File: src/dvrb_map.vh
// register offsets, field positions, reset values and timing counts
`ifndef DVRB_MAP_VH
`define DVRB_MAP_VH

// control word layout
`define DVRB_WORD_W 16
`define DVRB_ADDR_MSB 15
`define DVRB_ADDR_LSB 9
`define DVRB_DATA_MSB 8
`define DVRB_DATA_LSB 0
`define DVRB_UPDATE_BIT 8
`define DVRB_ATTEN_MSB 7

// register addresses
`define DVRB_LEFT1_VOLUME 7'h00
`define DVRB_RIGHT1_VOLUME 7'h01
`define DVRB_DAC_CONTROL_A 7'h02
`define DVRB_INTERFACE_FORMAT 7'h03
`define DVRB_LEFT2_VOLUME 7'h04
`define DVRB_RIGHT2_VOLUME 7'h05
`define DVRB_LEFT3_VOLUME 7'h06
`define DVRB_RIGHT3_VOLUME 7'h07
`define DVRB_ALL_CHANNEL_VOLUME 7'h08
`define DVRB_EMPHASIS_MUTE_CONTROL 7'h09
`define DVRB_INTERFACE_POWER_CONTROL 7'h0a
`define DVRB_LEGACY_CONVERTER_CONTROL 7'h0c
`define DVRB_LEFT4_VOLUME 7'h0d
`define DVRB_RIGHT4_VOLUME 7'h0e
`define DVRB_CHANNEL4_CONTROL 7'h0f
`define DVRB_SOFTWARE_RESET 7'h1f

// reset values
`define DVRB_ATTEN_RST 8'hff
`define DVRB_DAC_CONTROL_A_RST 9'h120
`define DVRB_INTERFACE_FORMAT_RST 9'h000
`define DVRB_EMPHASIS_MUTE_RST 9'h000
`define DVRB_INTERFACE_POWER_RST 9'h080
`define DVRB_LEGACY_CONVERTER_RST 9'h000
`define DVRB_CHANNEL4_CONTROL_RST 9'h000

// mute pin decode disable positions
`define DVRB_DECODE_DIS_LEGACY_BIT 6
`define DVRB_DECODE_DIS_CH4_BIT 5

// attenuation code that mutes a channel
`define DVRB_ATTEN_MUTE 8'h00

// software reset length in master clock periods
`define DVRB_SRESET_MCLK_PERIODS 2'h2

// system clock cycles without a master clock edge before it counts as stopped
`define DVRB_MCLK_STOP_CYCLES 16

`endif

File: src/dvrb_top.v
// eight-channel volume register bank behind the serial control port
//
// Contract
// - eight-bit per-channel code, half-decibel steps
// - 00 mutes, 01 is -127dB, FF 0dB
// - every attenuation field resets to FF
// - update bit zero stages code only
// - update bit one transfers all staged codes
// - update bit is never stored
// - master code at 0001000, same staging
// - channel registers decode at fixed addresses
// - stopped master clock restores 0dB volumes
// - write to 11111 resets all registers
// - soft reset two mclk periods or next write
// - mute decode disable is OR of copies
`timescale 1ns/10ps
`include "dvrb_map.vh"
module dvrb_top #(
  parameter MCLK_STOP_CYCLES = `DVRB_MCLK_STOP_CYCLES
) (
  input wire clk_sys_in,
  input wire rstn_in,
  input wire ctrl_clk_in,
  input wire ctrl_data_in,
  input wire ctrl_latch_in,
  input wire mclk_in,
  output wire [7:0] left_ch1_atten_out,
  output wire [7:0] right_ch1_atten_out,
  output wire [7:0] left_ch2_atten_out,
  output wire [7:0] right_ch2_atten_out,
  output wire [7:0] left_ch3_atten_out,
  output wire [7:0] right_ch3_atten_out,
  output wire [7:0] left_ch4_atten_out,
  output wire [7:0] right_ch4_atten_out,
  output wire [7:0] all_channel_atten_out,
  output reg [7:0] channel_mute_out,
  output reg [8:0] dac_control_a_out,
  output reg [8:0] interface_format_out,
  output reg [8:0] emphasis_mute_control_out,
  output reg [8:0] interface_power_control_out,
  output reg [8:0] legacy_converter_control_out,
  output reg [8:0] channel4_control_out,
  output reg mute_pin_decode_disable_out,
  output reg soft_reset_active_out,
  output wire mclk_stopped_out
);

  // --------------------------------------------------------------------
  // latch indices: eight channels, then the master code
  // --------------------------------------------------------------------
  localparam N_LATCH = 9;
  localparam [3:0] IDX_MASTER = 4'h8;
  localparam [3:0] IDX_NONE = 4'hf;

  // --------------------------------------------------------------------
  // operating notes
  // --------------------------------------------------------------------
  // timing, in system clock cycles after the latch pin rises: three to
  // synchronise the pin and find its edge, one for the registers below
  // and one more for the mute and decode flags
  // the serial clock and the latch pin each need three system cycles
  // high and low, or an edge can slip past the synchroniser
  // the master clock is seen only through its synchroniser, so it has to
  // run well below half the system clock or it reads as stopped
  // hazard: volume writes that land while the master clock counts as
  // stopped are dropped, so the host repeats them once the clock is back
  // the stop limit trades detection delay against the slowest master
  // clock that still counts as running; keep it above that clock's
  // period in system cycles

  wire word_valid;
  wire [`DVRB_WORD_W-1:0] word;
  wire mclk_rise;
  wire [6:0] addr;
  wire [8:0] data;
  wire [3:0] sel_idx;
  wire is_volume;
  wire update_all;
  wire reset_write;
  wire clear_vol;
  wire clear_ctrl;
  wire [8*N_LATCH-1:0] active_flat;
  wire master_mute;
  wire last_mclk_rise;
  wire window_word;
  reg [1:0] mclk_count;

  // --------------------------------------------------------------------
  // serial port and master clock monitor
  // --------------------------------------------------------------------
  // shifts in one word, then pulses word_valid for a single cycle
  dvrb_serial_rx #(
    .WORD_W(`DVRB_WORD_W)
  ) u_serial (
    .clk_sys_in(clk_sys_in),
    .rstn_in(rstn_in),
    .ctrl_clk_in(ctrl_clk_in),
    .ctrl_data_in(ctrl_data_in),
    .ctrl_latch_in(ctrl_latch_in),
    .word_valid_out(word_valid),
    .word_out(word)
  );

  // finds master clock rises; the 16-bit counter leaves room for any limit up to 65535
  dvrb_mclk_monitor #(
    .STOP_CYCLES(MCLK_STOP_CYCLES),
    .CNT_W(16)
  ) u_mclk (
    .clk_sys_in(clk_sys_in),
    .rstn_in(rstn_in),
    .mclk_in(mclk_in),
    .mclk_rise_out(mclk_rise),
    .mclk_stopped_out(mclk_stopped_out)
  );

  // --------------------------------------------------------------------
  // word decode
  // --------------------------------------------------------------------
  // split the control word into address and data fields
  assign addr = word[`DVRB_ADDR_MSB:`DVRB_ADDR_LSB];
  assign data = word[`DVRB_DATA_MSB:`DVRB_DATA_LSB];

  // map a volume register address onto its latch index
  function [3:0] latch_of;
    input [6:0] a;
    begin
      case (a)
        `DVRB_LEFT1_VOLUME: latch_of = 4'h0;
        `DVRB_RIGHT1_VOLUME: latch_of = 4'h1;
        `DVRB_LEFT2_VOLUME: latch_of = 4'h2;
        `DVRB_RIGHT2_VOLUME: latch_of = 4'h3;
        `DVRB_LEFT3_VOLUME: latch_of = 4'h4;
        `DVRB_RIGHT3_VOLUME: latch_of = 4'h5;
        `DVRB_LEFT4_VOLUME: latch_of = 4'h6;
        `DVRB_RIGHT4_VOLUME: latch_of = 4'h7;
        `DVRB_ALL_CHANNEL_VOLUME: latch_of = IDX_MASTER;
        default: latch_of = IDX_NONE;
      endcase
    end
  endfunction

  // unmapped addresses fall to no latch and the word is ignored; the
  // software reset address is decoded apart
  assign sel_idx = latch_of(addr);
  assign is_volume = word_valid && (sel_idx != IDX_NONE);
  // update bit acts only on the write that carries it, never stored
  assign update_all = is_volume && data[`DVRB_UPDATE_BIT];
  assign reset_write = word_valid && (addr == `DVRB_SOFTWARE_RESET);

  // --------------------------------------------------------------------
  // software reset window
  // --------------------------------------------------------------------
  // a word other than a reset write that arrives inside the window closes it at once
  assign window_word = soft_reset_active_out && word_valid;

  // the second synchronised master clock rise closes the window
  assign last_mclk_rise = mclk_rise &&
    (mclk_count == `DVRB_SRESET_MCLK_PERIODS - 2'h1);

  // held for two master clock rises, or ended by the next write; a
  // repeated reset write restarts the count, so the window ends at the second
  // master clock rise after the latest reset write unless a write ends it first
  always @(posedge clk_sys_in or negedge rstn_in) begin
    if (!rstn_in) begin
      soft_reset_active_out <= 1'b0;
      mclk_count <= 2'h0;
    end else if (reset_write) begin
      soft_reset_active_out <= 1'b1;
      mclk_count <= 2'h0;
    end else if (soft_reset_active_out) begin
      if (window_word) begin
        soft_reset_active_out <= 1'b0;
      end else if (mclk_rise) begin
        if (last_mclk_rise) begin
          soft_reset_active_out <= 1'b0;
        end
        mclk_count <= mclk_count + 2'h1;
      end
    end
  end

  // registers sit at default on the reset write and while the window
  // stands; a write that ends the window is taken normally
  assign clear_ctrl = reset_write ||
    (soft_reset_active_out && !word_valid);
  // hazard: a stopped master clock wipes the staged codes as well, so an
  // update write after the clock returns cannot apply stale values
  assign clear_vol = clear_ctrl || mclk_stopped_out;

  // --------------------------------------------------------------------
  // two-stage attenuation latches
  // --------------------------------------------------------------------
  genvar g;
  generate
    for (g = 0; g < N_LATCH; g = g + 1) begin : g_latch
      reg [7:0] staged;
      reg [7:0] active;
      wire sel;
      assign sel = is_volume && (sel_idx == g);
      // staged code on every write, active code on an update write; the
      // written latch takes its new code directly, since its own staged
      // copy still holds the previous code on this edge
      always @(posedge clk_sys_in or negedge rstn_in) begin
        if (!rstn_in) begin
          staged <= `DVRB_ATTEN_RST;
          active <= `DVRB_ATTEN_RST;
        end else if (clear_vol) begin
          staged <= `DVRB_ATTEN_RST;
          active <= `DVRB_ATTEN_RST;
        end else begin
          if (sel) begin
            staged <= data[`DVRB_ATTEN_MSB:0];
          end
          if (update_all) begin
            active <= sel ? data[`DVRB_ATTEN_MSB:0] : staged;
          end
        end
      end
      assign active_flat[8*g+7:8*g] = active;
    end
  endgenerate

  // active codes out, in latch order
  assign left_ch1_atten_out = active_flat[7:0];
  assign right_ch1_atten_out = active_flat[15:8];
  assign left_ch2_atten_out = active_flat[23:16];
  assign right_ch2_atten_out = active_flat[31:24];
  assign left_ch3_atten_out = active_flat[39:32];
  assign right_ch3_atten_out = active_flat[47:40];
  assign left_ch4_atten_out = active_flat[55:48];
  assign right_ch4_atten_out = active_flat[63:56];
  assign all_channel_atten_out = active_flat[71:64];

  // --------------------------------------------------------------------
  // mute flags from the active codes
  // --------------------------------------------------------------------
  // the master code at mute silences every channel at once
  assign master_mute = (active_flat[71:64] == `DVRB_ATTEN_MUTE);

  // code 00 mutes; flags lag the codes by one cycle, like every other
  // registered output derived from the register contents
  genvar m;
  generate
    for (m = 0; m < 8; m = m + 1) begin : g_mute
      always @(posedge clk_sys_in or negedge rstn_in) begin
        if (!rstn_in) begin
          channel_mute_out[m] <= 1'b0;
        end else begin
          channel_mute_out[m] <=
            (active_flat[8*m+7:8*m] == `DVRB_ATTEN_MUTE) ||
            master_mute;
        end
      end
    end
  endgenerate

  // --------------------------------------------------------------------
  // other control registers
  // --------------------------------------------------------------------
  // plain nine-bit storage; cleared by the reset pin and the software reset only
  // these keep their contents through a master clock stop, unlike the
  // volumes; unused bits are stored as written and left to the host
  always @(posedge clk_sys_in or negedge rstn_in) begin
    if (!rstn_in) begin
      dac_control_a_out <= `DVRB_DAC_CONTROL_A_RST;
      interface_format_out <= `DVRB_INTERFACE_FORMAT_RST;
      emphasis_mute_control_out <= `DVRB_EMPHASIS_MUTE_RST;
      interface_power_control_out <= `DVRB_INTERFACE_POWER_RST;
      legacy_converter_control_out <= `DVRB_LEGACY_CONVERTER_RST;
      channel4_control_out <= `DVRB_CHANNEL4_CONTROL_RST;
    end else if (clear_ctrl) begin
      dac_control_a_out <= `DVRB_DAC_CONTROL_A_RST;
      interface_format_out <= `DVRB_INTERFACE_FORMAT_RST;
      emphasis_mute_control_out <= `DVRB_EMPHASIS_MUTE_RST;
      interface_power_control_out <= `DVRB_INTERFACE_POWER_RST;
      legacy_converter_control_out <= `DVRB_LEGACY_CONVERTER_RST;
      channel4_control_out <= `DVRB_CHANNEL4_CONTROL_RST;
    end else if (word_valid) begin
      case (addr)
        `DVRB_DAC_CONTROL_A: dac_control_a_out <= data;
        `DVRB_INTERFACE_FORMAT: interface_format_out <= data;
        `DVRB_EMPHASIS_MUTE_CONTROL: emphasis_mute_control_out <= data;
        `DVRB_INTERFACE_POWER_CONTROL: interface_power_control_out <= data;
        `DVRB_LEGACY_CONVERTER_CONTROL: legacy_converter_control_out <= data;
        `DVRB_CHANNEL4_CONTROL: channel4_control_out <= data;
        default: dac_control_a_out <= dac_control_a_out;
      endcase
    end
  end

  // either copy of the decode disable bit takes effect
  // registered so that it lines up with the mute flags
  always @(posedge clk_sys_in or negedge rstn_in) begin
    if (!rstn_in) begin
      mute_pin_decode_disable_out <= 1'b0;
    end else begin
      mute_pin_decode_disable_out <=
        legacy_converter_control_out[`DVRB_DECODE_DIS_LEGACY_BIT] |
        channel4_control_out[`DVRB_DECODE_DIS_CH4_BIT];
    end
  end

endmodule // dvrb_top

File: src/dvrb_serial_rx.v
// three-wire serial control receiver: shifts in one 16-bit control word
`timescale 1ns/10ps
module dvrb_serial_rx #(
  parameter WORD_W = 16
) (
  input wire clk_sys_in,
  input wire rstn_in,
  input wire ctrl_clk_in,
  input wire ctrl_data_in,
  input wire ctrl_latch_in,
  output reg word_valid_out,
  output reg [WORD_W-1:0] word_out
);

  // --------------------------------------------------------------------
  // synchronisers
  // --------------------------------------------------------------------
  reg [1:0] sclk_sync;
  reg [1:0] sdat_sync;
  reg [1:0] latch_sync;
  reg sclk_prev;
  reg latch_prev;
  reg [WORD_W-1:0] shift;

  // two flops per pin, then one more stage for edge finding
  always @(posedge clk_sys_in or negedge rstn_in) begin
    if (!rstn_in) begin
      sclk_sync <= 2'h0;
      sdat_sync <= 2'h0;
      latch_sync <= 2'h3;
      sclk_prev <= 1'b0;
      latch_prev <= 1'b1;
    end else begin
      sclk_sync <= {sclk_sync[0], ctrl_clk_in};
      sdat_sync <= {sdat_sync[0], ctrl_data_in};
      latch_sync <= {latch_sync[0], ctrl_latch_in};
      sclk_prev <= sclk_sync[1];
      latch_prev <= latch_sync[1];
    end
  end

  // --------------------------------------------------------------------
  // shift and latch
  // --------------------------------------------------------------------
  // msb first on rising clock while latch is low; word taken on latch rise
  always @(posedge clk_sys_in or negedge rstn_in) begin
    if (!rstn_in) begin
      shift <= {WORD_W{1'b0}};
      word_out <= {WORD_W{1'b0}};
      word_valid_out <= 1'b0;
    end else begin
      word_valid_out <= 1'b0;
      if (!latch_sync[1] && sclk_sync[1] && !sclk_prev) begin
        shift <= {shift[WORD_W-2:0], sdat_sync[1]};
      end
      if (latch_sync[1] && !latch_prev) begin
        word_out <= shift;
        word_valid_out <= 1'b1;
      end
    end
  end

endmodule // dvrb_serial_rx

File: src/dvrb_mclk_monitor.v
// master clock monitor: finds rising edges and detects a stopped clock
`timescale 1ns/10ps
module dvrb_mclk_monitor #(
  parameter STOP_CYCLES = 16,
  parameter CNT_W = 8
) (
  input wire clk_sys_in,
  input wire rstn_in,
  input wire mclk_in,
  output reg mclk_rise_out,
  output reg mclk_stopped_out
);

  // --------------------------------------------------------------------
  // edge detect and idle count
  // --------------------------------------------------------------------
  reg [1:0] mclk_sync;
  reg mclk_prev;
  reg [CNT_W-1:0] idle_cnt;
  wire rise;

  assign rise = mclk_sync[1] & ~mclk_prev;

  // synchronise, then count system cycles since the last edge
  always @(posedge clk_sys_in or negedge rstn_in) begin
    if (!rstn_in) begin
      mclk_sync <= 2'h0;
      mclk_prev <= 1'b0;
      idle_cnt <= {CNT_W{1'b0}};
      mclk_rise_out <= 1'b0;
      mclk_stopped_out <= 1'b1;
    end else begin
      mclk_sync <= {mclk_sync[0], mclk_in};
      mclk_prev <= mclk_sync[1];
      mclk_rise_out <= rise;
      if (rise) begin
        idle_cnt <= {CNT_W{1'b0}};
        mclk_stopped_out <= 1'b0;
      end else if (idle_cnt == STOP_CYCLES[CNT_W-1:0]) begin
        mclk_stopped_out <= 1'b1;
      end else begin
        idle_cnt <= idle_cnt + {{(CNT_W-1){1'b0}}, 1'b1};
      end
    end
  end

endmodule // dvrb_mclk_monitor

File: config.mk
export PLATFORM = sky130hd
export DESIGN_NAME = dvrb_top
export DESIGN_NICKNAME = d
export VERILOG_FILES = /design/src/dvrb_top.v /design/src/dvrb_serial_rx.v /design/src/dvrb_mclk_monitor.v
export VERILOG_INCLUDE_DIRS = /design/src
export SDC_FILE = /design/constraint.sdc
export NUM_CORES = 1
export LEC_CHECK = 0
export ABC_AREA = 1
export BUFFER_PORTS_ARGS = -buffer_cell sky130_fd_sc_hd__buf_2
export CAP_MARGIN = 15
export CORE_MARGIN = 2
export CORE_UTILIZATION = 58
export CTS_CLUSTER_DIAMETER = 60
export CTS_CLUSTER_SIZE = 10
export DETAILED_ROUTE_END_ITERATION = 6
export GPL_ROUTABILITY_DRIVEN = 0
export PLACE_DENSITY = 0.86
export SLEW_MARGIN = 20
export SYNTH_ARGS = -nofsm -noshare
export SYNTH_HDL_FRONTEND = slang
export SYNTH_SLANG_ARGS = --single-unit
File: constraint.sdc
create_clock -name clk_sys_in -period 2.1 [get_ports clk_sys_in]
set_input_delay 0.21 -clock clk_sys_in [delete_from_list [all_inputs] [get_ports clk_sys_in]]
set_output_delay 0.21 -clock clk_sys_in [all_outputs]
set_load 0.005 [all_outputs]
### Yosys cells after proc, flatten, opt, wreduce, memory -nomap -nowiden

Memory sizes are Yosys's and may differ from the RTL's.
Cells that the tools add are included.
Widths: inputs -> output; s select.

* add/sub/neg operators: 2
* equal/unequal tests: 20
* multiplexer cells: 69
* bitwise logic cells: 3
* reduce and logical (&&, ||, !) cells: 61

Operator list (number)
* $mux 8: 36
* $mux 9: 18
* $logic_not 8->1: 9
* $mux 16: 2
* $eq 7x4->1 const B: 4
* $reduce_bool 2->1: 11
* $logic_and 1x1->1: 18
* $add 16x1->16 const B: 1
* $eq 16x5->1 const B: 1
* $eq 4x3->1 const B: 4
* $eq 7x2->1 const B: 2
* $reduce_and 2->1: 6
* $logic_or 1x1->1: 10
* $eq 4x2->1 const B: 2
* $mux 1: 8
* $mux 2: 4
* $eq 7x5->1 const B: 1
* $eq 4x1->1 const B: 1
* $eq 4x4->1 const B: 1
* $logic_not 1->1: 4
* $logic_not 4->1: 1
* $mux 4: 1
* $ne 4x4->1 const B: 1
* $logic_not 3->1: 1
* other kinds (8): 8

* bits in registers: 272
* ROM bits: 64
* output and inout bits: 137
* memories kept: 1

Memory list
* (name not given): depth 16, width 4, rd ports 1, clocked after memory_dff 0, write ports 0, RTL line dvrb_top.v:127 `case (a)`

### Longest topological paths before layout

* depth after elaboration: 8
* mapped depth: 15
* depth with buffers taken out: 13

### By module

Synthesis repeated with hierarchy kept, for this count alone.

* cells, all modules: 1237
* area total of the unflattened synthesis: 11487.3 µm²

By module, submodules not included
* dvrb_top: instances 1, cells an instance 943, area an instance 8862.2 µm², sequential area each 5439.0 µm²
* dvrb_serial_rx: instances 1, cells an instance 148, area an instance 1491.4 µm², sequential area each 1029.7 µm²
* dvrb_mclk_monitor: instances 1, cells an instance 146, area an instance 1133.6 µm², sequential area each 526.8 µm²

### Worst setup path after synthesis

No wires, ideal clock.

* kind: register to register
* start point: register u_serial.word_out[11]
* end point: register g_latch[8].active[0], in the netlist all_channel_atten_out[0]
* arrival time: 1.815 ns
* data required time: 2.024 ns
* setup slack: 0.209 ns
* cell stages (with the launch flop): 16
* path buffers: 3
* clock period less this slack: 1.891 ns
* cells stage by stage: dfrtp_1 buf_6 inv_4 ha_1 nor2_1 inv_1 nand3_1 nand2_2 nor2_1 nor2_2 nand2_1 nand2_2 buf_6 buf_4 nand2_1 nand2_1

* longest elaborated chain between the ends: 8

RTL lines
* from (decl): RTL line dvrb_serial_rx.v:12 `output reg [WORD_W-1:0] word_out`
* from (signal assigned): RTL line dvrb_serial_rx.v:49 `word_out <= {WORD_W{1'b0}};`
* from (signal assigned): RTL line dvrb_serial_rx.v:57 `word_out <= shift;`
* $mem_v2 16x4
* $mux 4: RTL line dvrb_top.v:127
* $ne 4x4->1: RTL line dvrb_top.v:145 `assign is_volume = word_valid && (sel_idx != IDX_NONE);`
* $logic_and 1x1->1: RTL line dvrb_top.v:145
* $logic_and 1x1->1: RTL line dvrb_top.v:199 `assign sel = is_volume && (sel_idx == g);`
* $mux 8
* $mux 8: RTL line dvrb_top.v:214 `if (update_all) begin`
* $mux 8: RTL line dvrb_top.v:207 `end else if (clear_vol) begin`
* to (signal assigned): RTL line dvrb_top.v:206 `` active <= `DVRB_ATTEN_RST; ``
* to (signal assigned): RTL line dvrb_top.v:209 `` active <= `DVRB_ATTEN_RST; ``
* to (signal assigned): RTL line dvrb_top.v:215 `` active <= sel ? data[`DVRB_ATTEN_MSB:0] : staged; ``
* to (decl): RTL line dvrb_top.v:197 `reg [7:0] active;`

Several ways; a longest one is shown, not always the timed one. The select of a mux whose other input is x is not followed.
A chain may end at the register's enable or synchronous reset.

### Final worst setup path

* start point: register u_serial.word_out[10]
* end point: register g_latch[1].active[2], in the netlist right_ch1_atten_out[2]

* longest elaborated chain between the ends: 8

RTL lines (RTL line)
* $mem_v2 16x4
* $mux 4: dvrb_top.v:127
* $ne 4x4->1: dvrb_top.v:145
* $logic_and 1x1->1: dvrb_top.v:145
* $logic_and 1x1->1: dvrb_top.v:199
* $mux 8
* $mux 8: dvrb_top.v:214
* $mux 8: dvrb_top.v:207
* to (signal assigned): dvrb_top.v:206
* to (signal assigned): dvrb_top.v:209
* to (signal assigned): dvrb_top.v:215
* to (decl): dvrb_top.v:197

Several ways; a longest one is shown, not always the timed one. The select of a mux whose other input is x is not followed.

==> metrics.txt <==
Synth Flop Type=dfstp_2; Post-synth EDFFs=0; max-slew violations=0; Max Cap Viol=0; CTS H-tree depth=1; RSZ-0062 raised after global routing=true; arrival time worst endpoint=2.74 ns; gr ovfl total=0; Synth Cell Area=around 0.011 mm2; Rel. slew slack=0.498; most common cell after layout, fill and taps aside=nand2_1; CTS clk-pin slew, worst paths=about 0.06 ns; clock net sink count=272; crit path kind=flop to flop; Initial Util=0.595; Synth cell types=36; die area=0.0204 mm2; Warnings, synthesis=0; fin crit share=1.07; core area=0.0188 mm2; fin nets=1395; failing checks=negative setup slack; XOR/XNOR share of the synthesized area=0.000782; most frequent cells in the layout=nand2_1, dfstp_2, buf_2; kind of cell adding the most delay to the critical path=simple AND/OR/NAND/NOR gates; Area Overhead vs Synth=26.2%; vias in the first global route=8639; Synth Area in Compound Gates=0.0769; syn_area_per_cell=9.54 um2; CTS tree=built; Starting DRT DRC Count=1038; Layout Utilization=0.750; critical path required time=roughly 2.6 ns; WHS=around 0.22 ns; GRT Total Usage=0.259; post-synthesis sequential area ratio=0.625; main combinational cell family by area after synthesis=simple AND/OR/NAND/NOR gates; startpoint class of the critical path=flop; root buf cell=clkbuf_16; via-per-instance ratio=5.73; max incr delay on CP=0.41 ns; global-route wire length before repair=42500 um; Simple-Gate Fraction of Synth Area=0.235; hpwl dp=16900 um; Clock Latency Late Sink=0.56 ns; pwr dens=1170 mW/mm2; fmax=446 MHz; cells after synthesis=1174; final instance area=0.0141 mm2; mux share of post-synthesis cell area=0; TritonCTS Buffers=31; initial antenna violation count=0; CP dominant cell by count=nand2_1; actual slew at the worst max-slew pin=0.753 ns; total routed wirelength=roughly 30000 um; Peak VDD IR=0.800 mV; setup violators final=50; Die X=143 um; Pleak=6.81 nW; CTS max path bufs=3; crit-path max FO=14; post-layout min period=2.24 ns; share of cells above drive strength 1=0.363; Pre-antenna DRT Iters=7; pre-CTS setup slack=-0.0767 ns; io pins=143; crit-path cells=inv_2 > ha_2 > nand2_1 > nand3_2 > nand3_4 > nand2_2 > nor2_1 > nor2_2 > buf_6 > buf_8 > nand3_1 > nand3_1 > nand2_1 > nand2_1; area post-placement=between 0.01 and 0.015 mm2; Routed wire per std cell=approximately 19 um; pin count of the biggest net entering global routing=71; setup ws final=-0.141 ns; via count=9530; Layout Skew=0.0350 ns; remaining antenna violation count=0; row count=50; Ant. Diodes=0; worst hold path type=input port to async pin; post-synthesis adder-cell area fraction=0.00894; worst path bufs/invs=3; Filler Cell Count=roughly 1100; fraction of registers with async set/reset=1.00; I/O Buffers=142; Post-route DRC=0; Worst path slowest cell=dfrtp_1; die extent in y=143 um; status=finished with violations; final hold violations=0; Yosys reg bits=272; CP endpoint kind=flop; Syn Nets=around 1200
[power by group]
part           total [mW]  internal, mW  leakage, nW  switching [mW]
Sequential           7.71          6.99         3.16           0.721
Clock                4.76          2.74        0.416            2.02
Combinational        4.08          1.58         3.24            2.50
[metrics by stage]
| stage | power [mW] | cells | setup TNS (ns) |
|---|---|---|---|
| CTS | 15.7 | 1640 | 0 |
| finish | 16.6 | 1662 | -2.16 |
| global placement | 10.7 | 1575 | 0 |
| floorplan | 9.57 | 1174 | 0 |
| global route | 17.3 | 1662 | -7.41 |
| detailed placement | 10.9 | 1575 | -1.01 |
[cells in the mapped netlist, types with 2 or more instances]
master | instances | area, um2
nand3b_1 | 2 | 15.0
inv_1 | 76 | 285
o21ai_0 | 108 | 541
dfstp_2 | 151 | 3970
o21ai_1 | 21 | 105
a31oi_1 | 2 | 12.5
nand2_1 | 364 | 1370
nor4_1 | 10 | 62.6
o21ai_2 | 7 | 61.3
nor2_2 | 3 | 18.8
buf_2 | 20 | 100
nor3_1 | 9 | 45.0
buf_4 | 6 | 45.0
a211oi_1 | 2 | 15.0
nor2_4 | 8 | 90.1
dfrtp_1 | 121 | 3030
nand2_2 | 5 | 31.3
clkinv_1 | 5 | 18.8
a21oi_1 | 19 | 95.1
nand3_1 | 142 | 711
ha_1 | 8 | 100
nor2_1 | 27 | 101
nand4_2 | 2 | 25.0
inv_2 | 5 | 18.8
o31ai_1 | 3 | 22.5
buf_6 | 5 | 56.3
clkbuf_1 | 19 | 71.3
nand4_1 | 11 | 68.8
nand3_2 | 6 | 60.1
[worst register-to-register path, stage by stage (launching register included)]
cell,delay [ns]
dfrtp_1,0.41
inv_2,0.12
ha_2,0.20
nand2_1,0.09
nand3_2,0.19
nand3_4,0.12
nand2_2,0.08
nor2_1,0.05
nor2_2,0.13
buf_6,0.17
buf_8,0.16
nand3_1,0.11
nand3_1,0.16
nand2_1,0.10
nand2_1,0.08
[cell type report]
type | instances | area [um2] | share of cell area
Sequential cell | 272 | 7000 | 0.495
Multi-Input combinational cell | 765 | 3960 | 0.280
Timing Repair Buffer | 224 | 1630 | 0.115
Clock buffer | 52 | 855 | 0.0605
Inverter | 87 | 339 | 0.0240
Tap cell | 260 | 325 | 0.0230
Clock inverter | 2 | 17.5 | 0.00124
[sequential cells by signal, indices dropped and copies added, names as in the netlist, 9 cells and up]
name,flops
dac_control_a_out,9
interface_power_control_out,9
u_serial.word_out,16
g_latch.staged,72
interface_format_out,9
emphasis_mute_control_out,9
u_mclk.idle_cnt,16
u_serial.shift,16
legacy_converter_control_out,9
channel4_control_out,9
[per-layer routing]
layer,vias up,global-route usage,wire [um]
met5,-,0,0
met1,4636,0.368,12300
li1,4252,-,-
met2,518,0.420,14800
met4,0,0.0797,1260
met3,124,0.0369,2420
[logic make-up after synthesis]
kind of cell / count (synthesis)
AO/OA/AOI/OAI: 163
AND/OR/NAND/NOR: 593
adder cells (fa/ha/maj): 8
XOR/XNOR: 1
buffers and inverters: 137
flip-flops: 272
[final timing paths]
check	from	cells after the start	slack, ns	end
worst max-delay path	u_serial.word_out[10]	14	-0.14	right_ch1_atten_out[2]
min in group clk_sys_in	mclk_in	2	0.31	u_mclk.mclk_sync[0]
worst max register to register	u_serial.word_out[10]	14	-0.14	right_ch1_atten_out[2]
worst min-delay path	rstn_in	2	0.22	channel_mute_out[4]
max in group asynchronous	rstn_in	3	1.09	right_ch1_atten_out[5]
worst min register to register	u_serial.sclk_sync[0]	0	0.35	u_serial.sclk_sync[1]
[timing repair]
action                                  CTS  global route
setup buffers                             6            18
gates resized for setup                  11           100
pin swaps                                 3            26
endpoints found under the setup margin   59           134
hold buffers                              5             0
cloned                                    0             5
hold endpoints to repair                 68             0
No activity file was read; power rests on OpenSTA's default activity.
